==> src/sfd_pkg.sv <==
// Constants for the stall prevention and frequency detection supervisor.
// Assumes a 10 MHz control clock and an Avalon-MM master on the bus side.
package sfd_pkg;
	// Register byte offsets, one aligned word each
	localparam logic [5:0] SFD_OFS_CTRL = 6'h00;
	localparam logic [5:0] SFD_OFS_ACCEL = 6'h04;
	localparam logic [5:0] SFD_OFS_DECEL_V = 6'h08;
	localparam logic [5:0] SFD_OFS_RUN_LVL = 6'h0c;
	localparam logic [5:0] SFD_OFS_PM_TIME = 6'h10;
	localparam logic [5:0] SFD_OFS_DETECT = 6'h14;
	localparam logic [5:0] SFD_OFS_LOSS = 6'h18;
	localparam logic [5:0] SFD_OFS_DECEL_T = 6'h1c;
	localparam logic [5:0] SFD_OFS_MAX_F = 6'h20;
	localparam logic [5:0] SFD_OFS_AIN_FN = 6'h24;
	localparam logic [5:0] SFD_OFS_DOUT_FN = 6'h28;
	localparam logic [5:0] SFD_OFS_BASE_F = 6'h2c;
	localparam logic [5:0] SFD_OFS_STATUS = 6'h30;
	// Control word field positions
	localparam int SFD_CTRL_ACCEL_EN = 0;
	localparam int SFD_CTRL_DECEL_EN = 1;
	localparam int SFD_CTRL_RUN_SEL = 2;
	localparam int SFD_CTRL_LOSS_SEL = 4;
	localparam int SFD_CTRL_PM = 5;
	// Reset values
	localparam logic [5:0] SFD_RST_CTRL = 6'h07;
	localparam logic [7:0] SFD_RST_ACCEL_LVL = 8'h96;
	localparam logic [7:0] SFD_RST_FLOOR = 8'h32;
	localparam logic [9:0] SFD_RST_DECEL_V = 10'h18b;
	localparam logic [7:0] SFD_RST_RUN_LVL = 8'h96;
	localparam logic [15:0] SFD_RST_PM_TIME = 16'h0000;
	localparam logic [15:0] SFD_RST_DET_LVL = 16'h012c;
	localparam logic [7:0] SFD_RST_DET_W = 8'h14;
	localparam logic [9:0] SFD_RST_FALLBACK = 10'h320;
	localparam logic [8:0] SFD_RST_WINDOW = 9'h014;
	localparam logic [15:0] SFD_RST_DECEL_T = 16'h0064;
	localparam logic [15:0] SFD_RST_MAX_F = 16'h0258;
	// Setting limits
	localparam logic [7:0] SFD_FLOOR_MAX = 8'h64;
	localparam logic [9:0] SFD_DECEL_V_MIN = 10'h14a;
	localparam logic [9:0] SFD_DECEL_V_MAX = 10'h19a;
	localparam logic [7:0] SFD_RUN_LVL_MIN = 8'h1e;
	localparam logic [7:0] SFD_RUN_LVL_MAX = 8'h96;
	localparam logic [7:0] SFD_DET_W_MIN = 8'h01;
	localparam logic [9:0] SFD_FALLBACK_MAX = 10'h3e8;
	localparam logic [8:0] SFD_WINDOW_MIN = 9'h014;
	localparam logic [8:0] SFD_WINDOW_MAX = 9'h190;
	// Comparison constants
	localparam logic [7:0] SFD_ACCEL_HYST = 8'h0f;
	localparam logic [7:0] SFD_RUN_HYST = 8'h02;
	localparam logic [15:0] SFD_RUN_MIN_FREQ = 16'h003c;
	localparam logic [4:0] SFD_AIN_FN_RUN_LVL = 5'h07;
	localparam logic [4:0] SFD_DO_AGREE = 5'h02;
	localparam logic [4:0] SFD_DO_USER_AGREE = 5'h03;
	localparam logic [4:0] SFD_DO_LOSS = 5'h09;
	localparam logic [4:0] SFD_DO_DETECT1 = 5'h10;
	localparam logic [4:0] SFD_DO_DETECT2 = 5'h11;
	localparam logic [3:0] SFD_LOSS_NUM = 4'h9;
	localparam logic [3:0] SFD_LOSS_DEN = 4'ha;
	// Timing: control tick of 1 ms, restore wait of 100 ms
	localparam int SFD_CLK_HZ = 10000000;
	localparam int SFD_TICK_US = 1000;
	localparam int SFD_TICK_CYCLES = SFD_CLK_HZ / 1000000 * SFD_TICK_US;
	localparam int SFD_RUN_WAIT_MS = 100;
	localparam logic [7:0] SFD_RUN_WAIT_TICKS = 8'(SFD_RUN_WAIT_MS * 1000 /
		SFD_TICK_US);
	// Run stall states
	typedef enum logic [1:0] {
		SFD_RS_IDLE,
		SFD_RS_REDUCE,
		SFD_RS_WAIT,
		SFD_RS_RECOVER
	} sfd_rs_state_t;
endpackage : sfd_pkg

==> src/sfd_supervisor.sv <==
// Stall prevention, frequency detection and command loss supervisor.
// Assumes synchronous measurement inputs and an Avalon-MM master.
// Units: current in % of rated, voltage in V, frequency and time in 0.1.
//
// The Avalon-MM register port and the register offsets were decided locally.
module sfd_supervisor import sfd_pkg::*; #(
	parameter int TICK_CYCLES = SFD_TICK_CYCLES
) (
	input wire logic ref_clk,
	input wire logic rstn,
	input wire logic [5:0] avs_address,
	input wire logic avs_read,
	input wire logic avs_write,
	input wire logic [31:0] avs_writedata,
	input wire logic [3:0] avs_byteenable,
	output logic [31:0] avs_readdata,
	output logic avs_waitrequest,
	input wire logic [7:0] out_current,
	input wire logic [9:0] bus_voltage,
	input wire logic [15:0] out_freq,
	input wire logic [15:0] freq_cmd,
	input wire logic cmd_is_analog,
	input wire logic accelerating,
	input wire logic decelerating,
	input wire logic [7:0] analog_input_first,
	input wire logic [7:0] analog_input_second,
	input wire logic motor2_sel,
	input wire logic class_400v,
	output logic ramp_hold,
	output logic ramp_down,
	output logic ramp_recover,
	output logic [15:0] ramp_decel_time,
	output logic [15:0] freq_target,
	output logic [3:0] digital_out,
	output logic cmd_loss
);
	logic [5:0] ctrl;
	logic [7:0] accel_stall_level, accel_stall_floor;
	logic [9:0] decel_stall_voltage;
	logic [7:0] run_stall_current_level;
	logic [15:0] pm_stall_decel_time;
	logic [15:0] freq_detect_level;
	logic [7:0] freq_detect_width;
	logic [9:0] cmd_loss_fallback_pct;
	logic [8:0] cmd_loss_window;
	logic [15:0] decel_time_bank_one, decel_time_bank_two;
	logic [15:0] max_output_freq, motor2_max_output_freq;
	logic [15:0] base_freq;
	logic [4:0] ain_fn_first, ain_fn_second;
	logic [19:0] dout_fn;
	logic bus_ack;
	logic [31:0] rd_mux;
	logic [31:0] wmask;
	logic wr_go;
	logic [13:0] tick_cnt;
	logic tick;
	logic [7:0] cur_s;
	logic [9:0] vbus_s;
	logic [15:0] fout_s, fcmd_s;
	logic accel_hold, decel_hold;
	sfd_rs_state_t rs_state, next_rs_state;
	logic [7:0] rs_cnt;
	logic [7:0] accel_eff, run_eff, run_low;
	logic [9:0] decel_thr;
	logic [23:0] cp_scaled;
	logic [8:0] win_cnt;
	logic [15:0] loss_ref, hold_ref;
	logic [25:0] fallback_prod;
	logic det1, det2;
	logic agree, user_agree;
	logic [1:0] run_sel;

	// One wait state, then the request completes with registered read data
	assign avs_waitrequest = (avs_read | avs_write) & ~bus_ack;
	assign wr_go = avs_write & bus_ack;
	assign wmask = {{8{avs_byteenable[3]}}, {8{avs_byteenable[2]}},
		{8{avs_byteenable[1]}}, {8{avs_byteenable[0]}}};

	always_ff @(posedge ref_clk or negedge rstn) begin
		if (!rstn) begin
			bus_ack <= 1'b0;
		end else begin
			bus_ack <= (avs_read | avs_write) & ~bus_ack;
		end
	end

	// Read multiplexer; unmapped offsets read zero
	always_comb begin
		rd_mux = 32'h0000_0000;
		case (avs_address)
			SFD_OFS_CTRL: rd_mux = {26'h0, ctrl};
			SFD_OFS_ACCEL: rd_mux = {16'h0, accel_stall_floor, accel_stall_level};
			SFD_OFS_DECEL_V: rd_mux = {22'h0, decel_stall_voltage};
			SFD_OFS_RUN_LVL: rd_mux = {24'h0, run_stall_current_level};
			SFD_OFS_PM_TIME: rd_mux = {16'h0, pm_stall_decel_time};
			SFD_OFS_DETECT: rd_mux = {8'h0, freq_detect_width, freq_detect_level};
			SFD_OFS_LOSS: rd_mux = {7'h0, cmd_loss_window, 6'h0,
				cmd_loss_fallback_pct};
			SFD_OFS_DECEL_T: rd_mux = {decel_time_bank_two, decel_time_bank_one};
			SFD_OFS_MAX_F: rd_mux = {motor2_max_output_freq, max_output_freq};
			SFD_OFS_AIN_FN: rd_mux = {19'h0, ain_fn_second, 3'h0, ain_fn_first};
			SFD_OFS_DOUT_FN: rd_mux = {3'h0, dout_fn[19:15], 3'h0, dout_fn[14:10],
				3'h0, dout_fn[9:5], 3'h0, dout_fn[4:0]};
			SFD_OFS_BASE_F: rd_mux = {16'h0, base_freq};
			SFD_OFS_STATUS: rd_mux = {24'h0, digital_out, cmd_loss, accel_hold,
				decel_hold, rs_state != SFD_RS_IDLE};
			default: rd_mux = 32'h0000_0000;
		endcase
	end

	always_ff @(posedge ref_clk or negedge rstn) begin
		if (!rstn) begin
			avs_readdata <= 32'h0000_0000;
		end else if (avs_read & ~bus_ack) begin
			avs_readdata <= rd_mux;
		end
	end

	// Register writes with byte lanes; settings clamped to their ranges
	always_ff @(posedge ref_clk or negedge rstn) begin
		logic [31:0] w;
		if (!rstn) begin
			ctrl <= SFD_RST_CTRL;
			accel_stall_level <= SFD_RST_ACCEL_LVL;
			accel_stall_floor <= SFD_RST_FLOOR;
			decel_stall_voltage <= SFD_RST_DECEL_V;
			run_stall_current_level <= SFD_RST_RUN_LVL;
			pm_stall_decel_time <= SFD_RST_PM_TIME;
			freq_detect_level <= SFD_RST_DET_LVL;
			freq_detect_width <= SFD_RST_DET_W;
			cmd_loss_fallback_pct <= SFD_RST_FALLBACK;
			cmd_loss_window <= SFD_RST_WINDOW;
			decel_time_bank_one <= SFD_RST_DECEL_T;
			decel_time_bank_two <= SFD_RST_DECEL_T;
			max_output_freq <= SFD_RST_MAX_F;
			motor2_max_output_freq <= SFD_RST_MAX_F;
			base_freq <= SFD_RST_MAX_F;
			ain_fn_first <= 5'h00;
			ain_fn_second <= 5'h00;
			dout_fn <= 20'h00000;
		end else if (wr_go) begin
			w = (rd_mux & ~wmask) | (avs_writedata & wmask);
			case (avs_address)
				SFD_OFS_CTRL: begin
					ctrl <= w[5:0];
					if (w[3:2] == 2'b11) begin
						ctrl[3:2] <= 2'b10;
					end
				end
				SFD_OFS_ACCEL: begin
					accel_stall_level <= w[7:0];
					accel_stall_floor <= (w[15:8] > SFD_FLOOR_MAX) ? SFD_FLOOR_MAX :
						w[15:8];
				end
				SFD_OFS_DECEL_V: decel_stall_voltage <= (w[9:0] < SFD_DECEL_V_MIN) ?
					SFD_DECEL_V_MIN : (w[9:0] > SFD_DECEL_V_MAX) ? SFD_DECEL_V_MAX :
					w[9:0];
				SFD_OFS_RUN_LVL: run_stall_current_level <= (w[7:0] <
					SFD_RUN_LVL_MIN) ? SFD_RUN_LVL_MIN : (w[7:0] > SFD_RUN_LVL_MAX) ?
					SFD_RUN_LVL_MAX : w[7:0];
				SFD_OFS_PM_TIME: pm_stall_decel_time <= w[15:0];
				SFD_OFS_DETECT: begin
					freq_detect_level <= w[15:0];
					freq_detect_width <= (w[23:16] < SFD_DET_W_MIN) ? SFD_DET_W_MIN :
						w[23:16];
				end
				SFD_OFS_LOSS: begin
					cmd_loss_fallback_pct <= (w[9:0] > SFD_FALLBACK_MAX) ?
						SFD_FALLBACK_MAX : w[9:0];
					cmd_loss_window <= (w[24:16] < SFD_WINDOW_MIN) ? SFD_WINDOW_MIN :
						(w[24:16] > SFD_WINDOW_MAX) ? SFD_WINDOW_MAX :
						w[24:16];
				end
				SFD_OFS_DECEL_T: begin
					decel_time_bank_one <= w[15:0];
					decel_time_bank_two <= w[31:16];
				end
				SFD_OFS_MAX_F: begin
					max_output_freq <= w[15:0];
					motor2_max_output_freq <= w[31:16];
				end
				SFD_OFS_AIN_FN: begin
					ain_fn_first <= w[4:0];
					ain_fn_second <= w[12:8];
				end
				SFD_OFS_DOUT_FN: dout_fn <= {w[28:24], w[20:16], w[12:8], w[4:0]};
				SFD_OFS_BASE_F: base_freq <= w[15:0];
				default: ;
			endcase
		end
	end

	// Control tick divider
	always_ff @(posedge ref_clk or negedge rstn) begin
		if (!rstn) begin
			tick_cnt <= 14'h0000;
			tick <= 1'b0;
		end else begin
			tick <= (tick_cnt == 14'(TICK_CYCLES - 1));
			tick_cnt <= (tick_cnt == 14'(TICK_CYCLES - 1)) ? 14'h0000 :
				tick_cnt + 14'h0001;
		end
	end

	// Measurement samples, taken once per tick
	always_ff @(posedge ref_clk or negedge rstn) begin
		if (!rstn) begin
			cur_s <= 8'h00;
			vbus_s <= 10'h000;
			fout_s <= 16'h0000;
			fcmd_s <= 16'h0000;
		end else if (tick) begin
			cur_s <= out_current;
			vbus_s <= bus_voltage;
			fout_s <= out_freq;
			fcmd_s <= freq_cmd;
		end
	end

	// Effective thresholds
	always_comb begin
		cp_scaled = (24'(accel_stall_level) * 24'(base_freq)) / 24'(fout_s);
		accel_eff = accel_stall_level;
		if (fout_s > base_freq) begin
			accel_eff = (cp_scaled[7:0] < accel_stall_floor) ? accel_stall_floor :
				cp_scaled[7:0];
		end
		run_eff = run_stall_current_level;
		if (ain_fn_first == SFD_AIN_FN_RUN_LVL &&
			analog_input_first < run_eff) begin
			run_eff = analog_input_first;
		end
		if (ain_fn_second == SFD_AIN_FN_RUN_LVL &&
			analog_input_second < run_eff) begin
			run_eff = analog_input_second;
		end
		run_low = (run_eff > SFD_RUN_HYST) ? run_eff - SFD_RUN_HYST : 8'h00;
		decel_thr = class_400v ? {decel_stall_voltage[8:0], 1'b0} :
			decel_stall_voltage;
		run_sel = ctrl[SFD_CTRL_RUN_SEL +: 2];
	end

	// Acceleration stall hold with hysteresis
	always_ff @(posedge ref_clk or negedge rstn) begin
		if (!rstn) begin
			accel_hold <= 1'b0;
		end else if (tick) begin
			if (!ctrl[SFD_CTRL_ACCEL_EN] || !accelerating) begin
				accel_hold <= 1'b0;
			end else if (cur_s > accel_eff) begin
				accel_hold <= 1'b1;
			end else if ({1'b0, cur_s} + {1'b0, SFD_ACCEL_HYST} <
				{1'b0, accel_eff}) begin
				accel_hold <= 1'b0;
			end
		end
	end

	// Deceleration stall hold on bus voltage
	always_ff @(posedge ref_clk or negedge rstn) begin
		if (!rstn) begin
			decel_hold <= 1'b0;
		end else if (tick) begin
			if (!ctrl[SFD_CTRL_DECEL_EN] || !decelerating) begin
				decel_hold <= 1'b0;
			end else if (vbus_s > decel_thr) begin
				decel_hold <= 1'b1;
			end else if (vbus_s < decel_thr) begin
				decel_hold <= 1'b0;
			end
		end
	end

	// Run stall sequencer
	always_comb begin
		next_rs_state = rs_state;
		if (run_sel == 2'b00 || fout_s < SFD_RUN_MIN_FREQ) begin
			next_rs_state = SFD_RS_IDLE;
		end else begin
			case (rs_state)
				SFD_RS_IDLE: if (cur_s > run_eff) begin
					next_rs_state = SFD_RS_REDUCE;
				end
				SFD_RS_REDUCE: if (cur_s < run_low) begin
					next_rs_state = SFD_RS_WAIT;
				end
				SFD_RS_WAIT: begin
					if (cur_s > run_eff) begin
						next_rs_state = SFD_RS_REDUCE;
					end else if (rs_cnt == SFD_RUN_WAIT_TICKS) begin
						next_rs_state = SFD_RS_RECOVER;
					end
				end
				SFD_RS_RECOVER: begin
					if (cur_s > run_eff) begin
						next_rs_state = SFD_RS_REDUCE;
					end else if (fout_s >= fcmd_s) begin
						next_rs_state = SFD_RS_IDLE;
					end
				end
				default: next_rs_state = SFD_RS_IDLE;
			endcase
		end
	end

	always_ff @(posedge ref_clk or negedge rstn) begin
		if (!rstn) begin
			rs_state <= SFD_RS_IDLE;
			rs_cnt <= 8'h00;
		end else if (tick) begin
			rs_state <= next_rs_state;
			if (next_rs_state != SFD_RS_WAIT || cur_s >= run_low) begin
				rs_cnt <= 8'h00;
			end else if (rs_cnt != SFD_RUN_WAIT_TICKS) begin
				rs_cnt <= rs_cnt + 8'h01;
			end
		end
	end

	// Ramp commands to the ramp generator
	assign ramp_hold = (accel_hold & ~ctrl[SFD_CTRL_PM]) | decel_hold |
		(rs_state == SFD_RS_WAIT);
	assign ramp_down = (accel_hold & ctrl[SFD_CTRL_PM]) |
		(rs_state == SFD_RS_REDUCE);
	assign ramp_recover = (rs_state == SFD_RS_RECOVER);

	// Deceleration time in use for stall reductions
	always_ff @(posedge ref_clk or negedge rstn) begin
		if (!rstn) begin
			ramp_decel_time <= SFD_RST_DECEL_T;
		end else if (accel_hold && ctrl[SFD_CTRL_PM]) begin
			ramp_decel_time <= (pm_stall_decel_time != 16'h0000) ?
				pm_stall_decel_time : decel_time_bank_one;
		end else if (run_sel == 2'b10) begin
			ramp_decel_time <= decel_time_bank_two;
		end else begin
			ramp_decel_time <= decel_time_bank_one;
		end
	end

	// Frequency detection with width as hysteresis
	always_ff @(posedge ref_clk or negedge rstn) begin
		if (!rstn) begin
			det1 <= 1'b0;
			det2 <= 1'b0;
		end else if (tick) begin
			if (fout_s <= freq_detect_level) begin
				det1 <= 1'b1;
			end else if ({1'b0, fout_s} > {1'b0, freq_detect_level} +
				{9'h000, freq_detect_width}) begin
				det1 <= 1'b0;
			end
			if (fout_s >= freq_detect_level) begin
				det2 <= 1'b1;
			end else if ({1'b0, fout_s} + {9'h000, freq_detect_width} <
				{1'b0, freq_detect_level}) begin
				det2 <= 1'b0;
			end
		end
	end

	always_comb begin
		agree = ((fout_s > fcmd_s) ? fout_s - fcmd_s : fcmd_s - fout_s) <=
			{8'h00, freq_detect_width};
		user_agree = agree && (((fout_s > freq_detect_level) ?
			fout_s - freq_detect_level : freq_detect_level - fout_s) <=
			{8'h00, freq_detect_width});
	end

	// Multi-function outputs by configured code
	always_ff @(posedge ref_clk or negedge rstn) begin
		if (!rstn) begin
			digital_out <= 4'h0;
		end else begin
			for (int i = 0; i < 4; i++) begin
				case (dout_fn[i*5 +: 5])
					SFD_DO_AGREE: digital_out[i] <= agree;
					SFD_DO_USER_AGREE: digital_out[i] <= user_agree;
					SFD_DO_DETECT1: digital_out[i] <= det1;
					SFD_DO_DETECT2: digital_out[i] <= det2;
					SFD_DO_LOSS: digital_out[i] <= cmd_loss;
					default: digital_out[i] <= 1'b0;
				endcase
			end
		end
	end

	// Command loss: compare against the value at the start of each window
	always_ff @(posedge ref_clk or negedge rstn) begin
		if (!rstn) begin
			win_cnt <= 9'h000;
			hold_ref <= 16'h0000;
			loss_ref <= 16'h0000;
			cmd_loss <= 1'b0;
		end else if (tick) begin
			if (!cmd_is_analog) begin
				cmd_loss <= 1'b0;
				win_cnt <= 9'h000;
				hold_ref <= fcmd_s;
			end else if (cmd_loss) begin
				if (20'(fcmd_s) * 20'(SFD_LOSS_DEN) >=
					20'(loss_ref) * 20'(SFD_LOSS_NUM)) begin
					cmd_loss <= 1'b0;
					hold_ref <= fcmd_s;
					win_cnt <= 9'h000;
				end
			end else if (20'(fcmd_s) * 20'(SFD_LOSS_DEN) <
				20'(hold_ref) * 20'(SFD_LOSS_NUM)) begin
				cmd_loss <= 1'b1;
				loss_ref <= hold_ref;
			end else if (win_cnt >= cmd_loss_window - 9'h001) begin
				win_cnt <= 9'h000;
				hold_ref <= fcmd_s;
			end else begin
				win_cnt <= win_cnt + 9'h001;
			end
		end
	end

	// Frequency target: fallback only with loss select 1
	always_comb begin
		fallback_prod = 26'(motor2_sel ? motor2_max_output_freq :
			max_output_freq) * 26'(cmd_loss_fallback_pct) / 26'd1000;
	end

	always_ff @(posedge ref_clk or negedge rstn) begin
		if (!rstn) begin
			freq_target <= 16'h0000;
		end else if (cmd_loss && ctrl[SFD_CTRL_LOSS_SEL]) begin
			freq_target <= fallback_prod[15:0];
		end else begin
			freq_target <= freq_cmd;
		end
	end
endmodule : sfd_supervisor

==> config.mk <==
export PLATFORM = sky130hd
export DESIGN_NAME = sfd_supervisor
export DESIGN_NICKNAME = d
export VERILOG_FILES = /design/src/sfd_pkg.sv /design/src/sfd_supervisor.sv
export SDC_FILE = /design/constraint.sdc
export NUM_CORES = 2
export LEC_CHECK = 0
export ABC_CLOCK_PERIOD_IN_PS = 83200
export BUFFER_PORTS_ARGS = -buffer_cell sky130_fd_sc_hd__buf_2
export CAP_MARGIN = 20
export CORE_MARGIN = 2
export CORE_UTILIZATION = 50
export CTS_BUF_LIST = sky130_fd_sc_hd__clkbuf_8 sky130_fd_sc_hd__clkbuf_16
export DETAILED_ROUTE_END_ITERATION = 16
export PLACE_DENSITY_LB_ADDON = 0.08
export SLEW_MARGIN = 10
export SYNTH_ARGS = -nofsm -noshare
export SYNTH_HDL_FRONTEND = slang
export SYNTH_SLANG_ARGS = --single-unit
==> constraint.sdc <==
create_clock -name ref_clk -period 83.2 [get_ports ref_clk]
set_input_delay 16.64 -clock ref_clk [delete_from_list [all_inputs] [get_ports ref_clk]]
set_output_delay 16.64 -clock ref_clk [all_outputs]
set_load 0.1 [all_outputs]
==> metrics.txt <==
Top-Level Pins 190; crit path capture type flip-flop; WL met2 77.7 mm; gpl congestion 1.03; Syn Inst Count 6536; crit path DAT 76850 ps; initial antenna violation count 8; Max Cap Viol 0; GR Overflow Total 0; top layer in use met5; FILL cells 10047; final core occ 54.6%; maximum net fanout on the critical path 29; first-pass GRT wire length between 200 and 300 mm; Setup crit start kind flip-flop; power per cell area 10.5 mW/mm^2; CTS max path bufs 3; maximum number of pins on one net before global-route repair approximately 130; Yosys cell types 122; post-synthesis sequential area ratio 18.9%; Leak 28.0 nW; Sink Count 399; Crit path required time 83690 ps; Crit path top cell by count o21a_1; max FFs per register 32; Reg area 0.0101 mm^2; WL final between 150 and 200 mm; TritonCTS Buffers 48; Final Slew Violations 0; post-synthesis net count 7562; Crit-path slowest cell dfrtp_1; DR vias/cell 6.21; root buffer cell clkbuf_16; post-synth top area share between 15 and 20%; initial cell density of the core 50.5%; vias 49934; mean post-synth cell area around 8.1 um^2; Area Overhead vs Synth 8.25%; final-report hold violation count 0; most common flop cell mapped by yosys dfrtp_1; asr flop ratio synth 100%; area of the multi-input gates 0.0406 mm^2; final worst slack 6840 ps; chip width 330 um; largest registers avs_readdata: 32 flops, dout_fn: 20 flops; Die Height 330 um; synth cell count leaders nand2_1, ha_1, o21ai_0, inv_1, nor2_1; Final period util 91.8%; final setup fails 0; max_slew headroom between 20% and 30%; Iteration-0 DRC Markers 4403; Synth area leader ha_1; length of routed met3 wiring between 10 and 15 mm; DR WL/cell ~22 um; clock skew 61.7 ps; Buffers on Ports 189; critical path class reg2reg; DRT Pass-1 Iters 6; VDD IR max 0.0157 mV; drt drc 0; Yosys warnings 0; share of cells above drive strength 1 between 10% and 20%; diode count 0; CP max stage delay 700 ps; wire length on met1 roughly 80 mm; Hold Crit Class reg2reg; Max Fclk 0.0131 GHz; post-place setup slack 2950 ps; Period minus WS final 76360 ps; antenna-violating nets left 0; synthesized area 0.0531 mm^2; Reg clk slew, reported paths around 60 ps; HPWL after DPL between 100 and 150 mm; largest cells by area after synthesis ha_1, dfrtp_1, fa_1, nand2_1, o21ai_0; Slew @ Worst Pin 1160 ps; num rows 119; top-count cell post-synth nand2_1; core area approximately 0.11 mm^2; #FFs+latches synth about 400; Nets 7643; Worst-Skew Late Latency 650 ps; vias in the first global route about 47000; die area 0.109 mm^2; CTS tree done; total global-route track usage between 30 and 40%; Reg with most FFs avs_readdata; htree depth 2; status completed; EDFF count, synth 0
==> final cells by class <==
type                    instances  share of cell area, %
clock buffers                  54                   2.23
clock inverters                35                  0.716
inverters                     456                   2.98
multi-input cells            5428                   70.5
flip-flops and latches        399                   17.5
well taps                    1391                   3.03
repair buffers                283                   3.00
repair inverters                1                0.00870
==> power breakdown <==
group / internal, W / switching [W] / total (W) / leakage, nW
combinational: 0.0000558 / 0.000102 / 0.000158 / 22.1
clock: 0.000131 / 0.0000967 / 0.000228 / 0.857
sequential: 0.000203 / 0.0000145 / 0.000218 / 5.03
==> worst max-delay path: cells and delay by family (launching register included) <==
family	cells	cell delay (ps)
buf+inv	25	3520
fa+ha+maj	30	9560
simple gates	99	13190
mux	4	880
compound gates	263	48210
flops	1	700
==> worst paths after layout <==
| check | startpoint | end | slack [ps] | cells past startpoint |
|---|---|---|---|---|
| hold / removal | bus_ack | bus_ack | 450 | 1 |
| setup / recovery | accel_stall_level[6] | accel_hold | 6840 | 421 |
| hold reg to reg | bus_ack | bus_ack | 450 | 1 |
| min in group asynchronous | rstn | avs_readdata[31] | 16120 | 1 |
| setup reg to reg | accel_stall_level[6] | accel_hold | 6840 | 421 |
| max in group asynchronous | rstn | hold_ref[3] | 65060 | 4 |
==> layer usage <==
| layer | up-vias | GRT usage (%) |
|---|---|---|
| met4 | 6 | 13.4 |
| met3 | 344 | 5.15 |
| li1 | 23675 | - |
| met1 | 24005 | 45.4 |
| met2 | 1904 | 50.4 |
| met5 | - | 0 |
==> per-stage QoR <==
stage | hold WS, ps | power, W | std cells | area [um^2] | setup TNS [ps]
2_1_floorplan | 420 | 0.000325 | 6536 | 53100 | 0
3_5_place_dp | 441 | 0.000374 | 7935 | 55400 | 0
6_report | 446 | 0.000604 | 8047 | 57500 | 0
3_3_place_gp | 427 | 0.000372 | 7935 | 55400 | 0
5_1_grt | 474 | 0.000632 | 8047 | 57500 | -76.9
4_1_cts | 451 | 0.000603 | 8024 | 57100 | 0
==> cell usage in the layout, fill, tap and decap left out, types with 116 or more instances in the layout <==
cell / instances
a21o_1: 136
a21oi_1: 350
and2_1: 206
buf_2: 190
dfrtp_1: 345
fa_1: 203
ha_1: 706
inv_1: 457
nand2_1: 754
nand3_1: 116
nor2_1: 380
nor3_1: 231
o21a_1: 201
o21ai_0: 506
xnor2_1: 171
==> logic make-up (layout without fill, tap and decap cells) <==
| kind of cell | after synthesis | in the layout | share of synthesized area [%] |
|---|---|---|---|
| AND/OR/NAND/NOR | 2202 | 2203 | 20.1 |
| AO/OA/AOI/OAI | 1846 | 1846 | 23.0 |
| adder cells (fa/ha/maj) | 915 | 915 | 24.4 |
| buffers and inverters | 710 | 829 | 5.10 |
| flip-flops | 399 | 399 | 18.9 |
| XOR/XNOR | 261 | 261 | 4.34 |
| multiplexers | 203 | 203 | 4.10 |
==> what timing repair did <==
item / CTS / global route
buffers inserted: 0 / 15
resized for setup: 0 / 48
hold buffers: 0 / 0
setup endpoints to repair: 0 / 1
No activity file was read; power rests on OpenSTA's default activity.
